$ cat src/design/bgp_pkg.sv
package bgp_pkg;

  // ----------------------------------------------------------------
  // Port geometry
  // ----------------------------------------------------------------
  localparam int unsigned PINS_PER_PORT = 8;
  localparam int unsigned REG_STRIDE    = 3;

  // ----------------------------------------------------------------
  // Register offsets within one port's group of three
  // ----------------------------------------------------------------
  localparam int unsigned OFS_SAMPLE = 0;
  localparam int unsigned OFS_DIR    = 1;
  localparam int unsigned OFS_DRIVE  = 2;

  // ----------------------------------------------------------------
  // Special function register and its field
  // ----------------------------------------------------------------
  localparam logic [5:0] SFIO_ADDR   = 6'h30;
  localparam int unsigned PULLUP_DIS_BIT = 2;

  // ----------------------------------------------------------------
  // Values after reset
  // ----------------------------------------------------------------
  localparam logic [7:0] RST_DRIVE   = 8'h00;
  localparam logic [7:0] RST_DIR     = 8'h00;
  localparam logic       RST_PULLUP_DIS = 1'b0;
  localparam logic [7:0] RST_RDATA   = 8'h00;
  localparam logic [7:0] UNMAPPED_RD = 8'h00;

endpackage : bgp_pkg

$ cat src/design/bgp_gpio_port.sv
// Behaviour
// - Three registers per port; sample read-only
// - Global pull-up disable kills every pull-up not under override
// - Direction one is output, zero input
// - Input with drive one enables pull-up
// - Reset tri-states pins asynchronously
// - Output pin drives its drive value bit
// - Without override, pull-up only for input, one, enabled
// - Pin level readable whatever the direction
// - Falling-edge capture then rising-edge sample
// - Written level readable by a read two clocks later
// - Single-bit set and clear of bits
// - Alternate functions leave other pins usable
// - Deep sleep clamps inputs, except interrupts
`timescale 1ns/1ps
`default_nettype none

module bgp_gpio_port
  import bgp_pkg::*;
#(
  parameter int unsigned NUM_PORTS = 2,
  parameter int unsigned IO_ADDR_W = 6
) (
  // Clock and reset
  input  wire logic                               mclk_in,
  input  wire logic                               rst_in,
  // I/O register port
  input  wire logic [IO_ADDR_W-1:0]               io_addr_in,
  input  wire logic                               io_wr_in,
  input  wire logic                               io_rd_in,
  input  wire logic [7:0]                         io_wdata_in,
  output var  logic [7:0]                         io_rdata_out,
  // Single-bit set and clear
  input  wire logic                               bit_set_instruction_in,
  input  wire logic                               bit_clear_instruction_in,
  input  wire logic [2:0]                         bit_index_in,
  // Alternate function overrides, one bit per pin
  input  wire logic [NUM_PORTS*PINS_PER_PORT-1:0] af_pullup_ovr_en_in,
  input  wire logic [NUM_PORTS*PINS_PER_PORT-1:0] af_pullup_ovr_val_in,
  input  wire logic [NUM_PORTS*PINS_PER_PORT-1:0] af_dir_ovr_en_in,
  input  wire logic [NUM_PORTS*PINS_PER_PORT-1:0] af_dir_ovr_val_in,
  input  wire logic [NUM_PORTS*PINS_PER_PORT-1:0] af_value_ovr_en_in,
  input  wire logic [NUM_PORTS*PINS_PER_PORT-1:0] af_value_ovr_val_in,
  input  wire logic [NUM_PORTS*PINS_PER_PORT-1:0] af_din_ovr_en_in,
  input  wire logic [NUM_PORTS*PINS_PER_PORT-1:0] af_din_ovr_val_in,
  // Sleep control
  input  wire logic                               deep_sleep_in,
  input  wire logic [NUM_PORTS*PINS_PER_PORT-1:0] ext_int_en_in,
  // Pads
  input  wire logic [NUM_PORTS*PINS_PER_PORT-1:0] pad_in,
  output var  logic [NUM_PORTS*PINS_PER_PORT-1:0] pad_out,
  output var  logic [NUM_PORTS*PINS_PER_PORT-1:0] pad_oe_out,
  output var  logic [NUM_PORTS*PINS_PER_PORT-1:0] pad_pullup_out
);

  localparam int unsigned NPIN = NUM_PORTS * PINS_PER_PORT;

  // ----------------------------------------------------------------
  // Elaboration checks
  // ----------------------------------------------------------------
  // Port groups must all sit below the special function register
  if (NUM_PORTS < 1 || NUM_PORTS * REG_STRIDE > int'(SFIO_ADDR)) begin : g_bad_ports
    $error("NUM_PORTS out of range for the register map");
  end
  if (IO_ADDR_W < 6 || IO_ADDR_W > 16) begin : g_bad_addr
    $error("IO_ADDR_W must hold the special function address");
  end

  // ----------------------------------------------------------------
  // State
  // ----------------------------------------------------------------
  typedef struct packed {
    logic [NUM_PORTS-1:0][7:0] drive;
    logic [NUM_PORTS-1:0][7:0] dir;
    logic                      pullup_dis;
    logic [7:0]                rdata;
    logic [NPIN-1:0]           pad_out;
    logic [NPIN-1:0]           pad_oe;
    logic [NPIN-1:0]           pull;
  } bgp_state_s;

  bgp_state_s      cur_ff;
  bgp_state_s      nxt_cur;
  logic [NPIN-1:0] sampled;
  logic [NPIN-1:0] din_level;

  // ----------------------------------------------------------------
  // Input path and synchronisers
  // ----------------------------------------------------------------
  genvar gi;
  for (gi = 0; gi < NPIN; gi++) begin : g_pin
    logic din_en;
    // Clamp floating inputs in deep sleep; interrupt pins stay live
    assign din_en = af_din_ovr_en_in[gi] ? af_din_ovr_val_in[gi]
                                         : !(deep_sleep_in && !ext_int_en_in[gi]);
    assign din_level[gi] = pad_in[gi] & din_en;

    bgp_pin_sync u_sync (
      .mclk_in     (mclk_in),
      .rst_in      (rst_in),
      .level_in    (din_level[gi]),
      .sampled_out (sampled[gi])
    );
  end

  // ----------------------------------------------------------------
  // Register decode
  // ----------------------------------------------------------------
  function automatic logic [IO_ADDR_W-1:0] reg_addr(input int unsigned port,
                                                   input int unsigned ofs);
    reg_addr = IO_ADDR_W'(port * REG_STRIDE + ofs);
  endfunction

  // Write, then set, then clear: whole-byte writes win a same-cycle clash
  function automatic logic [7:0] update(input logic [7:0] old,
                                        input logic       hit);
    logic [7:0] val;
    val = old;
    if (hit && io_wr_in) begin
      val = io_wdata_in;
    end else if (hit && bit_set_instruction_in) begin
      val[bit_index_in] = 1'b1;
    end else if (hit && bit_clear_instruction_in) begin
      val[bit_index_in] = 1'b0;
    end
    update = val;
  endfunction

  always_comb begin
    logic [7:0] sfio;
    int unsigned n;
    sfio    = 8'h00;
    n       = 0;
    nxt_cur = cur_ff;

    // --------------------------------------------------------------
    // Register writes and bit operations
    // --------------------------------------------------------------
    // A bit operation moves only the addressed bit, so other pins keep their setup
    for (int unsigned p = 0; p < NUM_PORTS; p++) begin
      nxt_cur.dir[p]   = update(cur_ff.dir[p],
                                io_addr_in == reg_addr(p, OFS_DIR));
      nxt_cur.drive[p] = update(cur_ff.drive[p],
                                io_addr_in == reg_addr(p, OFS_DRIVE));
    end
    sfio[PULLUP_DIS_BIT] = cur_ff.pullup_dis;
    sfio                 = update(sfio, io_addr_in == IO_ADDR_W'(SFIO_ADDR));
    nxt_cur.pullup_dis   = sfio[PULLUP_DIS_BIT];

    // --------------------------------------------------------------
    // Register reads
    // --------------------------------------------------------------
    if (io_rd_in) begin
      nxt_cur.rdata = UNMAPPED_RD;
      if (io_addr_in == IO_ADDR_W'(SFIO_ADDR)) begin
        nxt_cur.rdata = 8'h00;
        nxt_cur.rdata[PULLUP_DIS_BIT] = cur_ff.pullup_dis;
      end else begin
        for (int unsigned p = 0; p < NUM_PORTS; p++) begin
          if (io_addr_in == reg_addr(p, OFS_SAMPLE)) begin
            nxt_cur.rdata = sampled[p*PINS_PER_PORT +: PINS_PER_PORT];
          end else if (io_addr_in == reg_addr(p, OFS_DIR)) begin
            nxt_cur.rdata = cur_ff.dir[p];
          end else if (io_addr_in == reg_addr(p, OFS_DRIVE)) begin
            nxt_cur.rdata = cur_ff.drive[p];
          end
        end
      end
    end

    // --------------------------------------------------------------
    // Pad control
    // --------------------------------------------------------------
    // Computed from the new register values so pads follow the write edge
    for (int unsigned p = 0; p < NUM_PORTS; p++) begin
      for (int unsigned b = 0; b < PINS_PER_PORT; b++) begin
        n = p * PINS_PER_PORT + b;
        // Overrides are per pin, so other pins of the port stay plain I/O
        nxt_cur.pad_oe[n]  = af_dir_ovr_en_in[n] ? af_dir_ovr_val_in[n]
                                                 : nxt_cur.dir[p][b];
        nxt_cur.pad_out[n] = af_value_ovr_en_in[n] ? af_value_ovr_val_in[n]
                                                   : nxt_cur.drive[p][b];
        nxt_cur.pull[n]    = af_pullup_ovr_en_in[n] ? af_pullup_ovr_val_in[n]
                                                    : (!nxt_cur.dir[p][b] &&
                                                       nxt_cur.drive[p][b] &&
                                                       !nxt_cur.pullup_dis);
      end
    end
  end

  // ----------------------------------------------------------------
  // State register
  // ----------------------------------------------------------------
  // Async reset: pads float even with the clock stopped
  always_ff @(posedge mclk_in or posedge rst_in) begin
    if (rst_in) begin
      cur_ff.drive  <= {NUM_PORTS{RST_DRIVE}};
      cur_ff.dir    <= {NUM_PORTS{RST_DIR}};
      cur_ff.pullup_dis <= RST_PULLUP_DIS;
      cur_ff.rdata  <= RST_RDATA;
      cur_ff.pad_out <= '0;
      cur_ff.pad_oe <= '0;
      cur_ff.pull   <= '0;
    end else begin
      cur_ff <= nxt_cur;
    end
  end

  // ----------------------------------------------------------------
  // Outputs
  // ----------------------------------------------------------------
  assign io_rdata_out   = cur_ff.rdata;
  assign pad_out        = cur_ff.pad_out;
  assign pad_oe_out     = cur_ff.pad_oe;
  assign pad_pullup_out = cur_ff.pull;

endmodule // bgp_gpio_port

`default_nettype wire

$ cat src/design/bgp_pin_sync.sv
`timescale 1ns/1ps
`default_nettype none

module bgp_pin_sync (
  // Clock and reset
  input  wire logic mclk_in,
  input  wire logic rst_in,
  // Pin level and its sampled value
  input  wire logic level_in,
  output var  logic sampled_out
);

  logic latch_ff;

  // ----------------------------------------------------------------
  // Capture stage
  // ----------------------------------------------------------------
  // Closes on the falling edge, as a latch open while the clock is high
  always_ff @(negedge mclk_in or posedge rst_in) begin
    if (rst_in) begin
      latch_ff <= 1'b0;
    end else begin
      latch_ff <= level_in;
    end
  end

  // ----------------------------------------------------------------
  // Sampled register
  // ----------------------------------------------------------------
  always_ff @(posedge mclk_in or posedge rst_in) begin
    if (rst_in) begin
      sampled_out <= 1'b0;
    end else begin
      sampled_out <= latch_ff;
    end
  end

endmodule // bgp_pin_sync

`default_nettype wire

$ cat config.mk
export PLATFORM = sky130hd
export DESIGN_NAME = bgp_gpio_port
export DESIGN_NICKNAME = d
export VERILOG_FILES = /design/src/design/bgp_pkg.sv /design/src/design/bgp_gpio_port.sv /design/src/design/bgp_pin_sync.sv
export SDC_FILE = /design/constraint.sdc
export NUM_CORES = 1
export LEC_CHECK = 0
export BUFFER_PORTS_ARGS = -buffer_cell sky130_fd_sc_hd__buf_2
export CELL_PAD_IN_SITES_DETAIL_PLACEMENT = 1
export CELL_PAD_IN_SITES_GLOBAL_PLACEMENT = 1
export CORE_ASPECT_RATIO = 1.5
export CORE_MARGIN = 8
export CORE_UTILIZATION = 36
export CTS_CLUSTER_DIAMETER = 80
export CTS_CLUSTER_SIZE = 24
export DETAILED_ROUTE_END_ITERATION = 7
export MAX_ROUTING_LAYER = met4
export PLACE_DENSITY = 0.91
export SYNTH_ARGS = -nofsm -noshare
export SYNTH_HDL_FRONTEND = slang
export SYNTH_SLANG_ARGS = --single-unit
export TNS_END_PERCENT = 1
$ cat constraint.sdc
create_clock -name mclk_in -period 4.97 [get_ports mclk_in]
set_input_delay 1.2425 -clock mclk_in [delete_from_list [all_inputs] [get_ports mclk_in]]
set_output_delay 1.2425 -clock mclk_in [all_outputs]
set_load 0.05 [all_outputs]
# Yosys cells after proc, flatten, opt, wreduce, memory -nomap -nowiden
# Cells that the tools add are included.
# word_totals
inputBits	184
elab_cells	278
out_inout_bits	56
regBits	121
# classes
eq_ne	6
magnitude_cmp	2
mux	88
bitwise	27
n_reduce_logical	114
# op_table
operator	n
8-bit two-way mux	19
1-bit two-way mux	65
1-bit logical AND	64
1-bit logical NOT	49
8-bit AND	4
8-bit OR	4
1-bit AND	16
6-bit by 2-bit equality test with 1-bit output (second input constant)	2
6-bit by 3-bit equality test with 1-bit output (second input constant)	2
3-bit two-way mux	3
8-bit inverter	1
6-bit by 1-bit equality test with 1-bit output (second input constant)	1
6-bit equality test (second input constant)	1
6-bit logical NOT	1
3-bit by 4-bit < comparator with 1-bit output (second input constant)	1
3-bit AND	1
1-bit demux with 3-bit select	1
3-bit by 1-bit >= comparator with 1-bit output (second input constant)	1
3-bit OR	1

# Longest topological paths before layout
# Gate-level depths: netlist (run 1).
# depth
word_depth	13
mapped_depth	7
depth_no_buf	6

# Modules after synthesis
# From an unflattened synthesis (run 1), not the netlist that was laid out.
# unflattened
hier_cells	575
hier_area_um2	5873.1
# by_module_without_submodules
mod	cells_per_inst	seq_area_each_um2	n_inst	area_per_inst_um2
bgp_gpio_port	527	2227.1	1	5012.3
bgp_pin_sync	3	50.0	16	53.8

==> results_dict.tcl, run 1 <==
set metrics [dict create \
    drt_iter0_markers 261 \
    ctsResizeCount 0 \
    grt_usage 0.2034 \
    synthesis.nets 774 \
    async_flop_share 1.000 \
    power_frac_seq 0.380 \
    drc 0 \
    drive_above_1_share 0.3949 \
    rsz0062_at_grt "no" \
    post-route-cell-area_um2 7497 \
    synth_most_common_cell "dfrtp_1" \
    crit_slowest_cell "buf_2" \
    synth_seq_area_share 0.5108 \
    cp_cell_sequence "buf_2 -> a31oi_1" \
    internal-power_uw 2099 \
    netlist.area_leader.share 0.4432 \
    place_inst 959 \
    cp_slowest_stage_delay_ps 260 \
    clock_path_buffers 2 \
    reg2reg_depth 0 \
    synth_area_um2 5928 \
    holdCritPathClass "reg2reg" \
    crit_type "in2reg" \
    cp_num_cells 2 \
    die_w_um 120.8 \
    finClkSkew_ps 24.54 \
    setup.worst_path.start_class "input pin" \
    p_per_area_nw_per_um2 413.2 \
    cts_tree "done" \
    grt_max_degree 73 \
    cp-end-kind "register" \
    core_region_area_um2 16190 \
    ys.flop_type "dfrtp_1" \
    slew_headroom 0.3919 \
    finalCoreUtilization 0.4631 \
    drtPass1Iterations 4 \
    postPlaceCellArea_um2 6895 \
    vias_per_cell 5.339 \
    syn_avg_cell_area_um2 10.05 \
    switching_share 0.3225 \
    clock_sinks 121 \
    r2r_start "g_pin[3].u_sync.latch_ff" \
    combPwrFrac 0.219 \
    grt_pass1_vias 5990 \
    grt_antenna_before_repair 2 \
    tns_ps 0 \
    drv_slew 0 \
    routed_wl_um 20320 \
    hold_depth 2 \
    ir_drop_mv 0.1686 \
    finalHoldViolations 0 \
    clkSlewWorstSetupHoldPaths_ps 60 \
    setup_viol 0 \
    drtAntennaViolNets 0 \
    maxCapViolCount 0 \
    postCtsHoldBufs 0 \
    critical_path.top_delay_family "buffers and inverters" \
    crit_buf_inv 1 \
    startpoint "deep_sleep_in" \
    ys.warnings.count 0 \
    numCtsBuffers 17 \
    vias 5302 \
    initial_utilization 0.3662 \
    clk_latency_ps 420 \
    ys_ff_latch 121 \
    tightest_slew_ps 912.2 \
    syn_to_final_growth_pct 26.47 \
    status "finished, final reports clean" \
    final_cells 993 \
    worstPathMaxFanout 16 \
    die_height_um 173.2 \
    yosysTopAreaCell "dfrtp_1" \
    post-cts-setup-buffer-count 0 \
    io_pins 240 \
    grt_remaining_overflow 0 \
    wl_per_cell_um 20.46 \
    synth_area_leaders "dfrtp_1 44%, buf_4 7.1%, dfrtn_1 6.8%" \
    hpwl_um 15690 \
    grt_first_pass_wirelength_um 32230 \
    placementRows 57 \
    leakage_uw 0.003697 \
    port_buffers 239 \
    arrival_ps 1650 \
    finalNetCount 956 \
    p_clk_frac 0.400 \
    root_buffer "clkbuf_16" \
    hold_ws_ps 536.1 \
    r2r_slack_ps 2040 \
    required_ps 2700 \
    synth_edf_count 0 \
    dieArea_um2 20910 \
    p_switching_uw 999.0 \
    synth_cell_types 52 \
    min-delay-start "io_rdata_out[5]" \
    synth_cells 590 \
    htreeDepth 4 \
    gp_congestion 0.8785 \
    synthTopCellsByCount "105 x dfrtp_1, 63 x inv_1, 60 x o21ai_0, 56 x buf_4, 49 x nand2_1" \
]
==> power groups by stage <==
stage               logic, uW  clock network (uW)  registers (uW)
detailed placement        683                   0            1190
CTS                       686                1270            1180
finish                    679                1240            1180
global placement          665                   0            1190
global route              731                1310            1190
floorplan                 532                   0            1170
==> worst paths after layout <==
path | to
hold reg to reg | io_rdata_out[5]
max in group asynchronous | g_pin[15].u_sync.latch_ff
setup reg to reg | g_pin[3].u_sync.sampled_out
min in group asynchronous | pad_oe_out[10]
setup / recovery | g_pin[4].u_sync.latch_ff
hold / removal | io_rdata_out[5]
==> final cells by class <==
cell class | instances | area, um2
diodes | 2 | 5.005
fillers | 1931 | 8692
clock buffers | 19 | 452.9
multi-input cells | 323 | 2128
clock inverters | 13 | 143.9
well taps | 206 | 257.7
flip-flops and latches | 121 | 3028
inverters | 65 | 247.7
repair buffers | 244 | 1234
==> cell families after synthesis <==
kind of cell / after synthesis / share of synthesized area
AND/OR/NAND/NOR: 118 / 0.1066
buffers and inverters: 146 / 0.1302
flip-flops: 121 / 0.5108
AO/OA/AOI/OAI: 184 / 0.2134
multiplexers: 21 / 0.03905
==> registers in the layout, indices dropped and copies added (netlist names) <==
| signal | cells |
|---|---|
| cur_ff | 33 |
| g_pin.u_sync.latch_ff | 16 |
| g_pin.u_sync.sampled_out | 16 |
| pad_oe_out | 16 |
| pad_out | 16 |
| pad_pullup_out | 16 |
| io_rdata_out | 8 |
==> cells in the final DEF (no fill, tap or decap), types with 5 or more instances in the layout <==
cell,count
o21ai_0,60
dfrtn_1,16
o31a_1,6
nand3b_1,5
o31ai_1,17
o21a_1,8
nor2_1,10
o22a_1,9
buf_2,239
inv_1,62
clkinvlp_4,5
o32ai_1,6
nor3_1,5
o41ai_1,11
o211ai_1,19
and3_1,6
nand3_1,11
a31oi_1,18
nor4_1,5
o22ai_1,13
nand2_1,49
dfrtp_1,105
nor2b_1,7
clkbuf_16,17
buf_4,5
mux2_2,17
==> layer usage <==
layer | routed length, um | GRT usage
met5 | 0 | -
met4 | 731 | 0.09775
met2 | 10940 | 0.3512
met1 | 7363 | 0.2135
met3 | 1281 | 0.04597
==> stage by stage <==
step	setup WS, ps	total power, uW
4_1_cts	1054	3136
5_1_grt	1022	3226
3_5_place_dp	635.1	1875
3_3_place_gp	653.5	1852
2_1_floorplan	-137.4	1700
6_report	1047	3098
No activity file was read; power rests on OpenSTA's default activity.
==> inputs of run 2 (changes only) <==
clock period = 4 ns   (was 4.97 ns; I/O delays follow)
==> run 2 against run 1 <==
Cell area up 0.65%. Non-clock buffer count up 4. Wire length up 0.27%. Register-to-register slack worse by 490 ps. Critical path depth unchanged. Die area unchanged. Total power up 25%. Combinational power up 25%. Flip-flop and latch count unchanged. Utilization up 0.30 points. Clock skew down 1.9 ps. Worst setup slack worse by 250 ps. Largest cell class unchanged. Largest power group unchanged.
==> results_dict.tcl, run 2 (same netlist as run 1, synthesis figures left out) <==
set metrics [dict create \
    vias_per_cell 5.267 \
    postCtsHoldBufs 0 \
    regMostFlops "cur_ff" \
    syn_to_final_growth_pct 27.29 \
    clock_path_buffers 2 \
    finalCoreUtilization 0.4661 \
    setup_viol 0 \
    numCtsBuffers 17 \
    grt_pass1_vias 5987 \
    drt_iter0_markers 320 \
    finalNetCount 960 \
    finalHoldViolations 0 \
    m1WireLength_um 7762 \
    p_switching_uw 1220 \
    required_ps 2210 \
    htreeDepth 4 \
    holdCritPathClass "reg2reg" \
    cp_slowest_stage_delay_ps 260 \
    largest_reg_flops 33 \
    switching_share 0.3143 \
    cp-end-kind "register" \
    setup.worst_path.start_class "input pin" \
    highest_layer "met4" \
    grt_antenna_before_repair 2 \
    post-route-cell-area_um2 7546 \
    wl_met3_um 1042 \
    routed_wl_um 20370 \
    ir_drop_mv 0.2193 \
    power_frac_seq 0.377 \
    p_clk_frac 0.405 \
    critical_path.top_delay_family "buffers and inverters" \
    grt_max_degree 52 \
    combPwrFrac 0.219 \
    wl_met2_um 10770 \
    io_pins 240 \
    crit_type "in2reg" \
    finClkSkew_ps 22.62 \
    status "finished, final reports clean" \
    crit_slowest_cell "buf_2" \
    initial_utilization 0.3662 \
    r2r_slack_ps 1550 \
    slew_headroom 0.5468 \
    post-cts-setup-buffer-count 0 \
    root_buffer "clkbuf_16" \
    p_per_area_nw_per_um2 514.4 \
    worstPathMaxFanout 16 \
    grt_first_pass_wirelength_um 32420 \
    dieArea_um2 20910 \
    grt_usage 0.2049 \
    most-common-layout-cells "239 x buf_2, 105 x dfrtp_1, 62 x inv_1, 60 x o21ai_0, 49 x nand2_1" \
    die_height_um 173.2 \
    clkSlewWorstSetupHoldPaths_ps 60 \
    cts_tree "done" \
    maxCapViolCount 0 \
    drc 0 \
    postPlaceCellArea_um2 6925 \
    vias 5251 \
    drtAntennaViolNets 0 \
    hpwl_um 15840 \
    gp_congestion 0.8666 \
    clk_latency_ps 410 \
    leakage_uw 0.003738 \
    grt_remaining_overflow 0 \
    rsz0062_at_grt "no" \
    port_buffers 239 \
    drv_slew 0 \
    wl_per_cell_um 20.43 \
    drive_above_1_share 0.3942 \
    internal-power_uw 2662 \
    final_common_cell "buf_2" \
    placementRows 57 \
    ctsResizeCount 0 \
    crit_buf_inv 1 \
    tightest_slew_ps 670.7 \
    die_w_um 120.8 \
    cp_cell_sequence "buf_2 -> a31oi_1" \
    drtPass1Iterations 4 \
    core_region_area_um2 16190 \
    clock_sinks 121 \
    arrival_ps 1410 \
]
## run 2: final timing paths
path,cells past startpoint,endpoint,start
setup / recovery,2,g_pin[11].u_sync.latch_ff,deep_sleep_in
min in group asynchronous,3,pad_pullup_out[12],rst_in
hold / removal,2,io_rdata_out[0],io_rdata_out[0]
setup reg to reg,0,g_pin[11].u_sync.sampled_out,g_pin[11].u_sync.latch_ff
max in group asynchronous,2,g_pin[9].u_sync.latch_ff,rst_in
hold reg to reg,2,io_rdata_out[0],io_rdata_out[0]
## run 2: per-stage QoR
stage	std cells	TNS [ps]	setup WS, ps	power [uW]	hold WS, ps
floorplan	590	-6079	-379.9	2112	466.7
global placement	963	0	415.9	2304	485.5
detailed placement	963	0	366.8	2334	509.7
CTS	995	0	783.4	3925	521.0
global route	997	0	762.2	4047	548.6
finish	997	0	795.3	3882	522.1
## run 2: layer usage
metal  global-route usage  vias to the layer above
met5                    -                        -
met4               0.1140                        0
met3              0.04402                       51
met2               0.3463                      223
met1               0.2169                     2546
li1                     -                     2431
## run 2: area by class of cell
| class | instances | area (um2) |
|---|---|---|
| clock buffer | 25 | 539.3 |
| multi-input combinational | 323 | 2128 |
| timing repair buffer | 248 | 1264 |
| sequential | 121 | 3028 |
| antenna | 2 | 5.005 |
| inverter | 65 | 247.7 |
| fill | 1886 | 8643 |
| tap | 206 | 257.7 |
| clock inverter | 7 | 76.32 |
## run 2: power groups by stage
stage	sequential [uW]	combinational [uW]	clock (uW)
after floorplan	1450	661	0
after global placement	1480	828	0
after detailed placement	1480	854	0
after CTS	1460	858	1600
after global routing	1480	917	1650
final	1460	849	1570
